**src/hdl/mcpi_pkg.sv**
```systemverilog
// Shared constants and types for the motion controller pin interface
// What this block does
// Address strobe latches low six bus bits
// Select with write stores data at address
// Select with read fills output latch only
// Output enable drives output latch onto bus
// Encoder supplies two channels ninety degrees apart
// Index either polarity, used for commutation only
// Low limit input sets limit flag
// Limit flag forces idle and zero command
// Limit entry leaves control mode flags unchanged
// Low stop input sets stop flag
// Stop in integral velocity holds zero velocity
// Flag clears after input high plus status write
// Sync input acts only in idle mode
// Sync low clears and holds sample timer
// Sync high restarts timer from programmed value
// Host pulses shared sync line low
// Motor command on eight bit port, bit7 MSB
// PWM at clock/100, width in 100 steps
// Direction output gives motor command sign
// Profile output high during trapezoid move
// Idle output high in idle mode
// Reset input forces hard reset, reset mode
// Count up when B leads A
// Encoder input valid after three stable edges
// Command port mirrors motor command register
// Limit wins over stop, idle, zero command
package mcpi_pkg;
   // Bus geometry
   localparam int ADDR_W = 6;
   localparam int DATA_W = 8;
   // Register addresses
   localparam logic [5:0] ADDR_FLAG = 6'h00;
   localparam logic [5:0] ADDR_STATUS = 6'h07;
   localparam logic [5:0] ADDR_MOTOR_CMD = 6'h08;
   localparam logic [5:0] ADDR_PWM_CMD = 6'h09;
   localparam logic [5:0] ADDR_TIMER = 6'h0F;
   localparam logic [5:0] ADDR_POS_MSB = 6'h12;
   localparam logic [5:0] ADDR_POS_MID = 6'h13;
   localparam logic [5:0] ADDR_POS_LSB = 6'h14;
   localparam logic [5:0] ADDR_MODE = 6'h3F;
   // Status register field positions
   localparam int ST_PROF_BIT = 4;
   localparam int ST_INIT_BIT = 5;
   localparam int ST_STOP_BIT = 6;
   localparam int ST_LIMIT_BIT = 7;
   // Flag register: control mode flag positions
   localparam int FL_POS_MODE_BIT = 0;
   localparam int FL_VEL_A_BIT = 3;
   localparam int FL_VEL_B_BIT = 5;
   // Reset values
   localparam logic [7:0] MOTOR_CMD_ZERO = 8'h80;
   localparam logic [7:0] TIMER_RESET = 8'h40;
   // PWM frame: clock / 100
   localparam logic [6:0] PWM_PERIOD = 7'h64;
   localparam logic [6:0] PWM_LAST = 7'h63;
   // Encoder filter depth
   localparam int FILT_DEPTH = 3;
   localparam int POS_W = 24;
   // Controller modes
   typedef enum logic [2:0] {
      MCPI_RESET, MCPI_IDLE, MCPI_POSITION, MCPI_PROFILE, MCPI_INT_VEL
   } mcpi_mode_t;
endpackage

```
**src/hdl/mcpi_enc_if.sv**
```systemverilog
// Interface carrying filtered encoder events to the core
`timescale 1ns/10ps
`default_nettype none
interface mcpi_enc_if;
   logic count_up; // One-cycle up count
   logic count_dn; // One-cycle down count
   logic index_evt; // One-cycle index reference
   modport src (output count_up, output count_dn, output index_evt);
   modport dst (input count_up, input count_dn, input index_evt);
endinterface
`default_nettype wire

```
**src/hdl/mcpi_encoder.sv**
```systemverilog
// Encoder front end: synchroniser, three-edge filter, quadrature decode
`timescale 1ns/10ps
`default_nettype none
module mcpi_encoder (
   // Clock and reset
   input wire logic clk,
   input wire logic reset_n,
   // Encoder pins
   input wire logic chan_a,
   input wire logic chan_b,
   input wire logic index_in,
   input wire logic index_act_high,
   // Events out
   mcpi_enc_if.src enc
);
   // All state in one record
   typedef struct packed {
      logic [2:0] s1;
      logic [2:0] s2;
      logic [2:0][2:0] hist;
      logic [2:0] filt;
      logic up;
      logic dn;
      logic idx;
   } mcpi_enc_st_t;
   mcpi_enc_st_t st_r, st_nxt;
   logic [2:0] stable; // Per input: all history equal
   localparam int FILT_DEPTH_L = mcpi_pkg::FILT_DEPTH; // Samples that must agree

   // Filter stability per input
   genvar g;
   generate
      for (g = 0; g < 3; g++) begin : g_filt
         assign stable[g] = (st_r.hist[0][g] == st_r.hist[1][g]) &&
                            (st_r.hist[1][g] == st_r.hist[2][g]);
      end
   endgenerate

   // Next state
   always_comb begin
      logic a_o, b_o, a_n, b_n, idx_n;
      st_nxt = st_r;
      a_o = st_r.filt[0];
      b_o = st_r.filt[1];
      // Two flops before anything looks at pins
      st_nxt.s1 = {index_in ^ ~index_act_high, chan_b, chan_a};
      st_nxt.s2 = st_r.s1;
      st_nxt.hist = {st_r.hist[1], st_r.hist[0], st_r.s2};
      for (int i = 0; i < FILT_DEPTH_L; i++) begin
         if (stable[i]) begin
            st_nxt.filt[i] = st_r.hist[0][i];
         end
      end
      a_n = st_nxt.filt[0];
      b_n = st_nxt.filt[1];
      idx_n = st_nxt.filt[2];
      // B leads A: A follows B's old value
      st_nxt.up = 1'b0;
      st_nxt.dn = 1'b0;
      if ((a_n != a_o) && (b_n == b_o)) begin
         st_nxt.up = (a_n == b_o);
         st_nxt.dn = (a_n != b_o);
      end else if ((b_n != b_o) && (a_n == a_o)) begin
         st_nxt.up = (b_n != a_o);
         st_nxt.dn = (b_n == a_o);
      end
      // Index: filtered falling edge of normalised signal
      st_nxt.idx = st_r.filt[2] & ~idx_n;
   end

   // Register state
   always_ff @(posedge clk) begin
      if (!reset_n) begin
         st_r <= '0;
      end else begin
         st_r <= st_nxt;
      end
   end

   assign enc.count_up = st_r.up;
   assign enc.count_dn = st_r.dn;
   assign enc.index_evt = st_r.idx;
endmodule
`default_nettype wire

```
**src/hdl/mcpi_pwm.sv**
```systemverilog
// PWM generator: frame of 100 clocks, width from command magnitude
`timescale 1ns/10ps
`default_nettype none
module mcpi_pwm (
   // Clock and reset
   input wire logic clk,
   input wire logic reset_n,
   // Command, two's complement
   input wire logic [7:0] pwm_cmd,
   // Outputs
   output logic pulse,
   output logic sign
);
   // All state in one record
   typedef struct packed {
      logic [6:0] cnt;
      logic [6:0] width;
      logic pulse;
      logic sign;
   } mcpi_pwm_st_t;
   mcpi_pwm_st_t st_r, st_nxt;

   // Next state
   always_comb begin
      logic [7:0] mag;
      st_nxt = st_r;
      mag = pwm_cmd[7] ? 8'(-pwm_cmd) : pwm_cmd;
      // Width clamps at full frame, which also absorbs -128
      if (st_r.cnt == mcpi_pkg::PWM_LAST) begin
         st_nxt.cnt = '0;
         st_nxt.width = (mag > 8'(mcpi_pkg::PWM_PERIOD)) ? mcpi_pkg::PWM_PERIOD
                                                        : mag[6:0];
         st_nxt.sign = pwm_cmd[7];
      end else begin
         st_nxt.cnt = 7'(st_r.cnt + 7'h01);
      end
      st_nxt.pulse = (st_nxt.cnt < st_nxt.width);
   end

   // Register state
   always_ff @(posedge clk) begin
      if (!reset_n) begin
         st_r <= '0;
      end else begin
         st_r <= st_nxt;
      end
   end

   assign pulse = st_r.pulse;
   assign sign = st_r.sign;
endmodule
`default_nettype wire

```
**src/hdl/mcpi_top.sv**
```systemverilog
// Motion controller pin interface: host bus, flags, sync, command outputs
`timescale 1ns/10ps
`default_nettype none
module mcpi_top (
   // Clock and reset
   input wire logic clk,
   input wire logic reset_n,
   // Host bus strobes
   input wire logic addr_latch_en,
   input wire logic chip_sel_n,
   input wire logic read_write,
   input wire logic out_en_n,
   // Host data, address and data multiplexed
   input wire logic [7:0] bus_in,
   output logic [7:0] bus_out,
   output logic bus_oe,
   // Encoder
   input wire logic chan_a,
   input wire logic chan_b,
   input wire logic index_in,
   input wire logic index_act_high,
   // Emergency pins, low means asserted
   input wire logic limit_n,
   input wire logic stop_n,
   // Shared sync line
   input wire logic sync_n,
   // Motor outputs
   output logic [7:0] motor_cmd,
   // Pulse width outputs
   output logic pwm_pulse,
   output logic pwm_sign,
   // Status outputs
   output logic prof,
   output logic init_idle,
   output logic [23:0] position,
   output logic index_seen
);
   // Synchronised pin bundle: ale, cs_n, rw, oe_n, limit_n, stop_n, sync_n
   // Every pin is asynchronous to clk, so each passes two flops first;
   // the price is about three clocks of latency on every strobe
   localparam int NSYNC = 7;
   // Idle pin levels: address strobe low, every other pin high
   localparam logic [NSYNC-1:0] SYNC_IDLE = 7'h7E;

   // All state in one record
   typedef struct packed {
      // First synchroniser stage of the pins
      logic [NSYNC-1:0] s1;
      // Second stage; only this one is read by logic
      logic [NSYNC-1:0] s2;
      // Bus data takes the same two-stage path
      logic [7:0] bus1;
      logic [7:0] bus2;
      // Data seen while select was still active
      logic [7:0] wdata;
      // Select one cycle back, for the release edge
      logic cs_d;
      // Internal address latch
      logic [5:0] addr;
      // Output latch and its drive enable
      logic [7:0] out_latch;
      logic bus_oe;
      // Mode flag storage, left alone by limit
      logic [7:0] flags;
      // Low four bits of the status register
      logic [3:0] status_cfg;
      // Emergency flags and pin-released markers
      logic limit_flag;
      logic stop_flag;
      logic limit_rel;
      logic stop_rel;
      // Offset binary port and signed PWM command
      logic [7:0] motor_cmd;
      logic [7:0] pwm_cmd;
      // Sample timer reload value and count
      logic [7:0] timer_prog;
      logic [7:0] timer;
      // Quadrature position count
      logic [23:0] pos;
      // Status flops, so pins never glitch
      logic prof;
      logic idle;
      logic idx;
      // Controller mode
      mcpi_pkg::mcpi_mode_t mode;
   } mcpi_st_t;
   mcpi_st_t st_r, st_nxt;
   mcpi_enc_if enc (); // Filtered encoder events

   // Synchronised views, second stage only
   // Strobes, made high-true where the pin is low-true
   logic ale_s, cs_s, rw_s, oe_s, lim_low, stp_low, sync_low;
   assign ale_s = st_r.s2[0];
   assign cs_s = ~st_r.s2[1];
   assign rw_s = st_r.s2[2];
   assign oe_s = ~st_r.s2[3];
   // Emergency and sync levels, high-true
   assign lim_low = ~st_r.s2[4];
   assign stp_low = ~st_r.s2[5];
   assign sync_low = ~st_r.s2[6];

   // Read multiplexer of internal locations
   // Reaches only the output latch, never the pins
   logic [7:0] rd_data;
   always_comb begin
      unique case (st_r.addr)
         mcpi_pkg::ADDR_FLAG: rd_data = st_r.flags;
         // Limit, stop, idle, profile, then configuration
         mcpi_pkg::ADDR_STATUS: begin
            rd_data = {st_r.limit_flag, st_r.stop_flag,
                       st_r.mode == mcpi_pkg::MCPI_IDLE, st_r.prof, st_r.status_cfg};
         end
         mcpi_pkg::ADDR_MOTOR_CMD: rd_data = st_r.motor_cmd;
         mcpi_pkg::ADDR_PWM_CMD: rd_data = st_r.pwm_cmd;
         mcpi_pkg::ADDR_TIMER: rd_data = st_r.timer_prog;
         // Bytes read one at a time, no snapshot, so a
         // carry between two reads can tear the value
         mcpi_pkg::ADDR_POS_MSB: rd_data = st_r.pos[23:16];
         mcpi_pkg::ADDR_POS_MID: rd_data = st_r.pos[15:8];
         mcpi_pkg::ADDR_POS_LSB: rd_data = st_r.pos[7:0];
         default: rd_data = 8'h00; // Unmapped locations read zero
      endcase
   end

   // Next state
   always_comb begin
      logic wr, rd, st_wr;
      st_nxt = st_r;
      // Pins into the first synchroniser stage
      st_nxt.s1 = {sync_n, stop_n, limit_n, out_en_n, read_write, chip_sel_n,
                   addr_latch_en};
      st_nxt.s2 = st_r.s1;
      st_nxt.bus1 = bus_in;
      st_nxt.bus2 = st_r.bus1;
      st_nxt.cs_d = cs_s;
      // Data sampled while select is active: the host may change it as
      // soon as select rises, and the release is seen two clocks late
      if (cs_s) begin
         st_nxt.wdata = st_r.bus2;
      end

      // Access completes on select release, like the pin's rising edge
      wr = st_r.cs_d && !cs_s && !rw_s;
      rd = st_r.cs_d && !cs_s && rw_s;
      st_wr = wr && (st_r.addr == mcpi_pkg::ADDR_STATUS);

      // Address latch, only while select is idle
      if (ale_s && !cs_s) begin
         st_nxt.addr = st_r.bus2[5:0];
      end

      // Read into output latch, bus untouched
      if (rd) begin
         st_nxt.out_latch = rd_data;
      end
      // Output enable follows its pin after the synchroniser
      st_nxt.bus_oe = oe_s;

      // Writes take the data held from the select window
      if (wr) begin
         unique case (st_r.addr)
            mcpi_pkg::ADDR_FLAG: st_nxt.flags = st_r.wdata;
            mcpi_pkg::ADDR_STATUS: st_nxt.status_cfg = st_r.wdata[3:0];
            mcpi_pkg::ADDR_MOTOR_CMD: st_nxt.motor_cmd = st_r.wdata;
            mcpi_pkg::ADDR_PWM_CMD: st_nxt.pwm_cmd = st_r.wdata;
            mcpi_pkg::ADDR_TIMER: st_nxt.timer_prog = st_r.wdata;
            mcpi_pkg::ADDR_MODE: begin
               // Profile flag follows entry to profile mode
               st_nxt.mode = mcpi_pkg::mcpi_mode_t'(st_r.wdata[2:0]);
               st_nxt.prof = (st_r.wdata[2:0] == 3'(mcpi_pkg::MCPI_PROFILE));
            end
            default: ;
         endcase
      end

      // Emergency flags: release needs pin high, then a status write
      // A status write while the pin is still low leaves the flag set,
      // and the write does not count toward a later release
      if (!lim_low && st_r.limit_flag) begin
         st_nxt.limit_rel = 1'b1;
      end
      if (!stp_low && st_r.stop_flag) begin
         st_nxt.stop_rel = 1'b1;
      end
      if (st_wr && st_r.limit_rel && !lim_low) begin
         st_nxt.limit_flag = 1'b0;
         st_nxt.limit_rel = 1'b0;
      end
      if (st_wr && st_r.stop_rel && !stp_low) begin
         st_nxt.stop_flag = 1'b0;
         st_nxt.stop_rel = 1'b0;
      end

      // Setting wins over clearing
      // A fresh low in the cycle of the clearing write keeps the flag
      if (lim_low) begin
         st_nxt.limit_flag = 1'b1;
         st_nxt.limit_rel = 1'b0;
      end
      if (stp_low) begin
         st_nxt.stop_flag = 1'b1;
         st_nxt.stop_rel = 1'b0;
      end

      // Sample timer; sync only counts while idle
      if (st_r.mode == mcpi_pkg::MCPI_IDLE && sync_low) begin
         st_nxt.timer = 8'h00;
      end else if (st_r.timer == 8'h00) begin
         // Reload at zero, so a sync release restarts the count at once
         st_nxt.timer = st_r.timer_prog;
      end else begin
         st_nxt.timer = 8'(st_r.timer - 8'h01);
      end

      // Control-mode handling; limit acts in any cycle, only the stop ramp waits for the sample boundary
      // Reset mode lasts a single cycle, then the controller idles
      if (st_r.mode == mcpi_pkg::MCPI_RESET) begin
         st_nxt.mode = mcpi_pkg::MCPI_IDLE;
      end
      // Limit is tested first, so it wins over stop
      if (st_r.limit_flag && st_r.mode != mcpi_pkg::MCPI_IDLE &&
          st_r.mode != mcpi_pkg::MCPI_RESET) begin
         st_nxt.mode = mcpi_pkg::MCPI_IDLE;
         st_nxt.motor_cmd = mcpi_pkg::MOTOR_CMD_ZERO;
         st_nxt.pwm_cmd = 8'h00;
         st_nxt.prof = 1'b0;
         st_nxt.flags = st_r.flags;
      end else if (st_r.stop_flag && st_r.mode == mcpi_pkg::MCPI_INT_VEL) begin
         // Stop acts only here, in integral velocity mode
         // Ramp toward zero by one step per sample
         // The ramp ends on the zero code, never past it
         if (st_r.timer == 8'h00 && st_r.motor_cmd != mcpi_pkg::MOTOR_CMD_ZERO) begin
            st_nxt.motor_cmd = (st_r.motor_cmd > mcpi_pkg::MOTOR_CMD_ZERO) ?
                               8'(st_r.motor_cmd - 8'h01) :
                               8'(st_r.motor_cmd + 8'h01);
         end
         st_nxt.pwm_cmd = 8'(st_nxt.motor_cmd ^ mcpi_pkg::MOTOR_CMD_ZERO);
      end

      // Position counter
      // The decoder never raises both directions in one cycle
      if (enc.count_up) begin
         st_nxt.pos = 24'(st_r.pos + 24'h000001);
      end else if (enc.count_dn) begin
         st_nxt.pos = 24'(st_r.pos - 24'h000001);
      end
      // Index event passed on as a one-cycle flop
      st_nxt.idx = enc.index_evt;
      // Idle status kept in a flop so the pin comes from a register
      st_nxt.idle = (st_nxt.mode == mcpi_pkg::MCPI_IDLE);
   end

   // Register state; reset sends the controller to reset mode
   always_ff @(posedge clk) begin
      if (!reset_n) begin
         st_r <= '0;
         // Idle pin levels, so no false strobe follows reset
         st_r.s1 <= SYNC_IDLE;
         st_r.s2 <= SYNC_IDLE;
         st_r.motor_cmd <= mcpi_pkg::MOTOR_CMD_ZERO;
         st_r.timer_prog <= mcpi_pkg::TIMER_RESET;
         st_r.mode <= mcpi_pkg::MCPI_RESET;
      end else begin
         st_r <= st_nxt;
      end
   end

   // Encoder front end
   // Its events arrive filtered and one cycle wide
   mcpi_encoder u_enc (
      .clk(clk),
      .reset_n(reset_n),
      .chan_a(chan_a),
      .chan_b(chan_b),
      .index_in(index_in),
      .index_act_high(index_act_high),
      .enc(enc)
   );

   // PWM generator
   // It takes the signed command; the port register is offset binary
   mcpi_pwm u_pwm (
      .clk(clk),
      .reset_n(reset_n),
      .pwm_cmd(st_r.pwm_cmd),
      .pulse(pwm_pulse),
      .sign(pwm_sign)
   );

   // Outputs, all from flops
   // Bus side: the latch shows only while enable stands
   assign bus_out = st_r.out_latch;
   assign bus_oe = st_r.bus_oe;
   // Motor side
   assign motor_cmd = st_r.motor_cmd;
   // Status side
   assign prof = st_r.prof;
   assign init_idle = st_r.idle;
   assign position = st_r.pos;
   assign index_seen = st_r.idx;
endmodule
`default_nettype wire

```
**config.mk**
```make
export PLATFORM = sky130hd
export DESIGN_NAME = mcpi_top
export DESIGN_NICKNAME = d
export VERILOG_FILES = /design/src/hdl/mcpi_pkg.sv /design/src/hdl/mcpi_enc_if.sv /design/src/hdl/mcpi_encoder.sv /design/src/hdl/mcpi_pwm.sv /design/src/hdl/mcpi_top.sv
export SDC_FILE = /design/constraint.sdc
export NUM_CORES = 1
export LEC_CHECK = 0
export ABC_CLOCK_PERIOD_IN_PS = 3700
export BUFFER_PORTS_ARGS = -buffer_cell sky130_fd_sc_hd__buf_2
export CAP_MARGIN = 10
export CORE_UTILIZATION = 42
export CTS_CLUSTER_DIAMETER = 150
export DETAILED_ROUTE_END_ITERATION = 16
export REMOVE_ABC_BUFFERS = 1
export SYNTH_ARGS = -nofsm -noshare
export SYNTH_HDL_FRONTEND = slang
export SYNTH_SLANG_ARGS = --single-unit
```
**constraint.sdc**
```tcl
create_clock -name clk -period 3.7 [get_ports clk]
set_clock_uncertainty 0.1 [all_clocks]
set_input_delay 0.185 -clock clk [delete_from_list [all_inputs] [get_ports clk]]
set_output_delay 0.185 -clock clk [all_outputs]
set_load 0.05 [all_outputs]
```
==> results of run 1 <==
[placed cells by master, fill, tap and decap left out, types with 10 or more instances in the layout]
master / instances
dlygate4sd3_1: 19
a211oi_1: 14
a21o_1: 10
clkbuf_16: 17
xor2_1: 11
buf_2: 66
nand3_1: 38
inv_1: 19
xnor2_1: 27
a21oi_1: 78
o21ai_0: 34
o21ai_1: 14
mux2i_1: 47
buf_4: 14
nand2b_1: 28
ha_1: 38
a22oi_1: 20
dfxtp_1: 169
nor2_1: 82
nor3_1: 11
nand2_1: 96
and2_1: 40
[synth_stat cells (5+ instances only)]
master    count
a22oi_1      20
o21a_1        5
xnor2_1      27
nor2b_1       8
o21ai_0      34
nor2_1       83
xor2_1       11
nand2b_1     28
buf_4        41
nor3_1       11
a222oi_1      8
a31oi_1       5
or3_1         6
a21oi_1      78
a21o_1       10
inv_1        19
clkbuf_1     32
nand3_1      38
buf_2         8
o21ai_1      14
buf_1         6
dfxtp_1     169
a211oi_1     14
and2_1       40
nor4_1        5
mux2i_1      47
nand2_1      96
ha_1         38
[kinds of logic after synthesis]
| group | count (synthesis) | synth area share [%] |
|---|---|---|
| muxes | 50 | 5.84 |
| and+or+nand+nor | 349 | 20.7 |
| adders and majority gates | 40 | 5.97 |
| buffers and inverters | 108 | 6.68 |
| AOI/OAI and AO/OA | 235 | 17.8 |
| xor gates and xnor gates | 38 | 3.86 |
| DFF | 169 | 39.2 |
[what timing repair did]
action / in CTS / in global routing
hold endpoints to repair: 18 / 0
hold buffers: 19 / 0
setup endpoints to repair: 0 / 0
[critical path, stage by stage, from the launching register on]
cell and delay, ps:
dfxtp_1 350, or4_1 530, nor4_1 310, nand2b_1 200, inv_1 130, ha_1 300, a21o_1 170, a21oi_1 250
o21ai_1 120, a2111oi_0 420, or3_1 190, a211oi_1 80, a211oi_2 180
[per-layer routing]
metal	routed length [µm]	GRT usage, %	vias up
met4	459	7.42	0
met1	9900	26.5	3275
li1	-	-	3534
met2	9230	32.1	152
met5	0	0	-
met3	1040	4.26	28
[area by class of cell]
cell class,instances,area share [%]
clock buffers,17,4.38
clock inverters,15,1.88
inverters,20,0.773
multi-input cells,712,48.2
flip-flops and latches,169,34.9
well taps,270,3.48
repair buffers,99,6.45
[power groups by stage]
stage	registers [mW]	clock network (mW)	logic, mW
final	1.93	1.78	0.363
after global routing	1.94	1.90	0.417
after CTS	1.93	1.82	0.367
after detailed placement	1.98	0	0.350
after global placement	1.98	0	0.348
after floorplan	1.98	0	0.245
[worst paths after layout]
check | startpoint | endpoint | cells after the start
worst min-delay path | reset_n | rw_s | 3
worst max-delay path | motor_cmd[2] | st_r[53] | 12
worst max register to register | motor_cmd[2] | st_r[53] | 12
worst min register to register | st_r[121] | bus_oe | 1
[metrics by stage]
step	instance area (µm²)	hold WS (ps)	cells	power, mW
final	9710	172	1302	4.08
after global routing	9710	177	1302	4.26
after CTS	9710	163	1302	4.12
after detailed placement	8910	269	1251	2.33
after global placement	8910	264	1251	2.32
after floorplan	8130	157	901	2.22
[registers in the layout (all words and copies together) (netlist names), 6 cells and up]
name	flops
motor_cmd	8
u_enc.st_r	6
u_pwm.st_r	14
position	24
st_r	71
st_nxt	15
u_enc.st_nxt	12
bus_out	8
==> results.sh, run 1 <==
export IMPL_run_status="completed"
export IMPL_grt_pass1_wl_um=34000
export IMPL_hpwl_um=14700
export IMPL_yosysWarningCount=0
export IMPL_cts_tree="built"
export IMPL_ys_types=82
export IMPL_drive_gt1_share_pct=13.3
export IMPL_nFillCells=1977
export IMPL_antenna_cells=0
export IMPL_fmax_mhz=294
export IMPL_post_route_period_util_pct=92.0
export IMPL_seq_area_frac_synth_pct=39.2
export IMPL_switching_share_pct=27.4
export IMPL_synthFlopType="dfxtp_1"
export IMPL_synth_largest_area_cell="dfxtp_1"
export IMPL_fin_crit_ps=3410
export IMPL_pre_cts_slack_ps=356
export IMPL_wire_per_inst_um=15.8
export IMPL_cap_violations=0
export IMPL_initial_core_util_pct=42.8
export IMPL_critPathLaunchType="flop"
export IMPL_ys_top_cells_by_area="dfxtp_1 (39%), ha_1 (5.5%), mux2i_1 (5.4%)"
export IMPL_setup_viol=0
export IMPL_endpoint_kind="flop"
export IMPL_cts_buffers=17
export IMPL_hold_viol=0
export IMPL_synth_area_per_cell_um2=8.73
export IMPL_p_leak_nw=4.04
export IMPL_drtIter0Drc=405
export IMPL_antenna_found_initial=0
export IMPL_cp_required_ps=3950
export IMPL_hp_class="input port to flop"
export IMPL_insertion_delay_ps=430
export IMPL_comb_power_share_pct=8.9
export IMPL_grt_usage_pct=20.0
export IMPL_clkSinkCount=169
export IMPL_synth_seq_cells=169
export IMPL_synth_edf_count=0
export IMPL_syn_inst=989
export IMPL_io_buffers=66
export IMPL_ant_nets=0
export IMPL_fin_util_pct=48.1
export IMPL_gr_total_overflow=0
export IMPL_clkPwrFrac_pct=43.7
export IMPL_io_pins=67
export IMPL_post_cts_resize_count=0
export IMPL_firstDrtPassIters=5
export IMPL_fp_coreArea_um2=20200
export IMPL_powerDensity_nw_per_um2=421
export IMPL_wl_um=20600
export IMPL_viasPerCell=5.37
export IMPL_multi_input_area_um2=4680
export IMPL_syn_cell_area_um2=8630
export IMPL_synth_top_area_share_pct=39.2
export IMPL_regToRegSetupSlack_ps=290
export IMPL_max_slew_margin_pct=35.4
export IMPL_intPower_mw=2.96
export IMPL_vdd_ir_drop_max_uv=329
export IMPL_gp_congestion=0.908
export IMPL_setup_tns_ps=0
export IMPL_root_buffer="clkbuf_16"
export IMPL_rsz0062_at_grt="no"
export IMPL_post_route_drc_count=0
export IMPL_die_w_um=145
export IMPL_post_cts_setup_buffers=0
export IMPL_layout_nets=1080
export IMPL_grt_max_degree=53
export IMPL_dr_total_vias=6989
export IMPL_power_switching_mw=1.12
export IMPL_dieArea_um2=21100
export IMPL_slew_viol_final=0
export IMPL_clk_pin_slew_ps=70
export IMPL_cts_buffer_depth=2
export IMPL_die_height_um=145
export IMPL_async_flop_share_pct=0
export IMPL_worstMarginPinSlew_ps=961
export IMPL_seqPwrFrac_pct=47.4
export IMPL_cp_data_arrival_time_ps=3650
export IMPL_cp_max_fo=6
export IMPL_rows=52
export IMPL_fin_ws_ps=294
export IMPL_seq_area_um2=3380
export IMPL_crit_type="flop to flop"
export IMPL_h_tree_depth=4
export IMPL_area_growth_pct=12.4
export IMPL_grt_pass1_vias=6659
Power figures use the tool's default switching activity.
==> run 2: changes to the inputs <==
--- a/config.mk
+++ b/config.mk
@@ -5,7 +5,7 @@
 export SDC_FILE = /design/constraint.sdc
 export NUM_CORES = 1
 export LEC_CHECK = 0
-export ABC_CLOCK_PERIOD_IN_PS = 3700
+export ABC_CLOCK_PERIOD_IN_PS = 3100
 export BUFFER_PORTS_ARGS = -buffer_cell sky130_fd_sc_hd__buf_2
 export CAP_MARGIN = 10
 export CORE_UTILIZATION = 42
==> constraint.sdc (replaced) <==
create_clock -name clk -period 3.1 [get_ports clk]
set_clock_uncertainty 0.1 [all_clocks]
set_input_delay 0.155 -clock clk [delete_from_list [all_inputs] [get_ports clk]]
set_output_delay 0.155 -clock clk [all_outputs]
set_load 0.05 [all_outputs]
==> run 2 against run 1 <==
Against the previous run: sequential share of layout area is 1.1 points lower; die area stayed put; core utilization is 1.6 points higher; clock power is 21% higher; global-route usage is 0.17 points higher; worst hold slack better by 120 ps; via count is 1.6% higher; wire length is 3.9% higher; critical path depth stayed put; non-clock buffer count is 25 higher; setup slack worse by 200 ps; critical endpoint is now motor_cmd[6].
==> results.sh, run 2 (synthesis gave the netlist of run 1 again) <==
export IMPL_crit_chain="or4_4 -> nor4_4 -> nand2b_4 -> inv_4 -> ha_4 -> nor2b_4 -> o21ai_2 -> a21oi_2 -> o21a_1 -> or3_1 -> a31oi_1 -> a21oi_1"
export IMPL_dieArea_um2=21100
export IMPL_root_buffer="clkbuf_16"
export IMPL_fin_crit_ps=3000
export IMPL_endpoint_kind="flop"
export IMPL_largest_reg_flops=71
export IMPL_critical_path_slowest_cell="or4_4"
export IMPL_rsz0062_at_grt="yes"
export IMPL_place_area_um2=9050
export IMPL_initial_core_util_pct=42.8
export IMPL_io_buffers=66
export IMPL_antenna_found_initial=0
export IMPL_setup_viol=0
export IMPL_ant_nets=0
export IMPL_critPathLaunchType="flop"
export IMPL_worstMarginPinSlew_ps=914
export IMPL_most_common_layout_cells="dfxtp_1 (167), nand2_1 (96), nor2_1 (82)"
export IMPL_final_area_um2=10000
export IMPL_power_mw=4.91
export IMPL_post_route_period_util_pct=96.8
export IMPL_post_route_drc_count=0
export IMPL_grt_usage_pct=20.2
export IMPL_powerDensity_nw_per_um2=490
export IMPL_r2r_start="motor_cmd[2]"
export IMPL_viasPerCell=5.35
export IMPL_drtIter0Drc=480
export IMPL_hold_start="st_r[121]"
export IMPL_cts_buffer_depth=2
export IMPL_gp_congestion=0.875
export IMPL_setup_tns_ps=0
export IMPL_run_status="completed"
export IMPL_io_pins=67
export IMPL_h_tree_depth=4
export IMPL_drive_gt1_share_pct=17.4
export IMPL_p_leak_nw=4.19
export IMPL_die_height_um=145
export IMPL_hold_viol=0
export IMPL_wl_um=21400
export IMPL_wire_per_inst_um=16.1
export IMPL_area_growth_pct=16.1
export IMPL_cts_buffers=17
export IMPL_pre_cts_slack_ps=-22.0
export IMPL_cts_tree="built"
export IMPL_cap_violations=0
export IMPL_die_w_um=145
export IMPL_cp_required_ps=3320
export IMPL_insertion_delay_ps=430
export IMPL_top_register="st_r"
export IMPL_vdd_ir_drop_max_uv=412
export IMPL_cp_max_fo=4
export IMPL_dr_total_vias=7102
export IMPL_nFillCells=1951
export IMPL_fmax_mhz=333
export IMPL_grt_pass1_wl_um=34100
export IMPL_seq_area_um2=3390
export IMPL_crit_type="flop to flop"
export IMPL_hp_class="flop to flop"
export IMPL_layout_nets=1105
export IMPL_fin_ws_ps=97.8
export IMPL_critical_path_max_stage_delay_ps=540
export IMPL_antenna_cells=0
export IMPL_max_slew_margin_pct=39.0
export IMPL_clk_pin_slew_ps=70
export IMPL_grt_pass1_vias=6545
export IMPL_hpwl_um=15300
export IMPL_grt_max_degree=49
export IMPL_rows=52
export IMPL_cp_data_arrival_time_ps=3220
export IMPL_slew_viol_final=0
export IMPL_clkSinkCount=169
export IMPL_multi_input_area_um2=4800
export IMPL_gr_total_overflow=0
export IMPL_final_common_cell="dfxtp_1"
export IMPL_firstDrtPassIters=7
export IMPL_crit_start="motor_cmd[2]"
export IMPL_fp_coreArea_um2=20200
export IMPL_hold_slack_ps=296
[run 2: what timing repair did]
action                                 in CTS  in global routing
hold buffers                               20                  0
setup endpoints to repair                   3                 10
resized for setup                           1                 27
endpoints found under the hold margin      20                  0
pin swaps                                   0                 12
buffers inserted                            0                  4
[run 2: per-layer routing]
metal / vias to the layer above / GRT usage, % / part of all wire, %
li1: 3591 / - / -
met1: 3324 / 27.6 / 48
met2: 163 / 31.8 / 46
met3: 24 / 4.20 / 4.9
met4: 0 / 6.47 / 1.7
met5: - / 0 / 0
[run 2: path summary, 6_finish.rpt]
check	endpoint	slack (ps)	cells after the start
min	bus_oe	300	1
max	motor_cmd[6]	100	12
min reg2reg	bus_oe	300	1
max reg2reg	motor_cmd[6]	100	12
[run 2: stage by stage]
step	cells	utilization (%)
2_1_floorplan	901	-
3_3_place_gp	1271	44.9
3_5_place_dp	1271	44.9
4_1_cts	1323	49.0
5_1_grt	1327	49.7
6_report	1327	49.7
[run 2: critical path: cells and delay by family (launching register included)]
| kind | cells | cell delay [ps] |
|---|---|---|
| adders and majority gates | 1 | 220 |
| DFF | 1 | 320 |
| AOI/OAI and AO/OA | 5 | 730 |
| buffers and inverters | 1 | 50 |
| and+or+nand+nor | 5 | 1470 |
[run 2: final cells by class]
cell class / instances / area share, %
clock inverter: 15 / 1.88
tap: 270 / 3.37
inverter: 20 / 0.774
multi-input combinational: 712 / 47.8
timing repair buffer: 124 / 8.14
clock buffer: 17 / 4.24
sequential: 169 / 33.8
[run 2: report_power, final]
part	internal [mW]	switching, mW	total [mW]	leakage [nW]
sequential	2.25	0.0596	2.31	1.37
clock	1.11	1.06	2.16	0.299
combinational	0.197	0.243	0.440	2.52
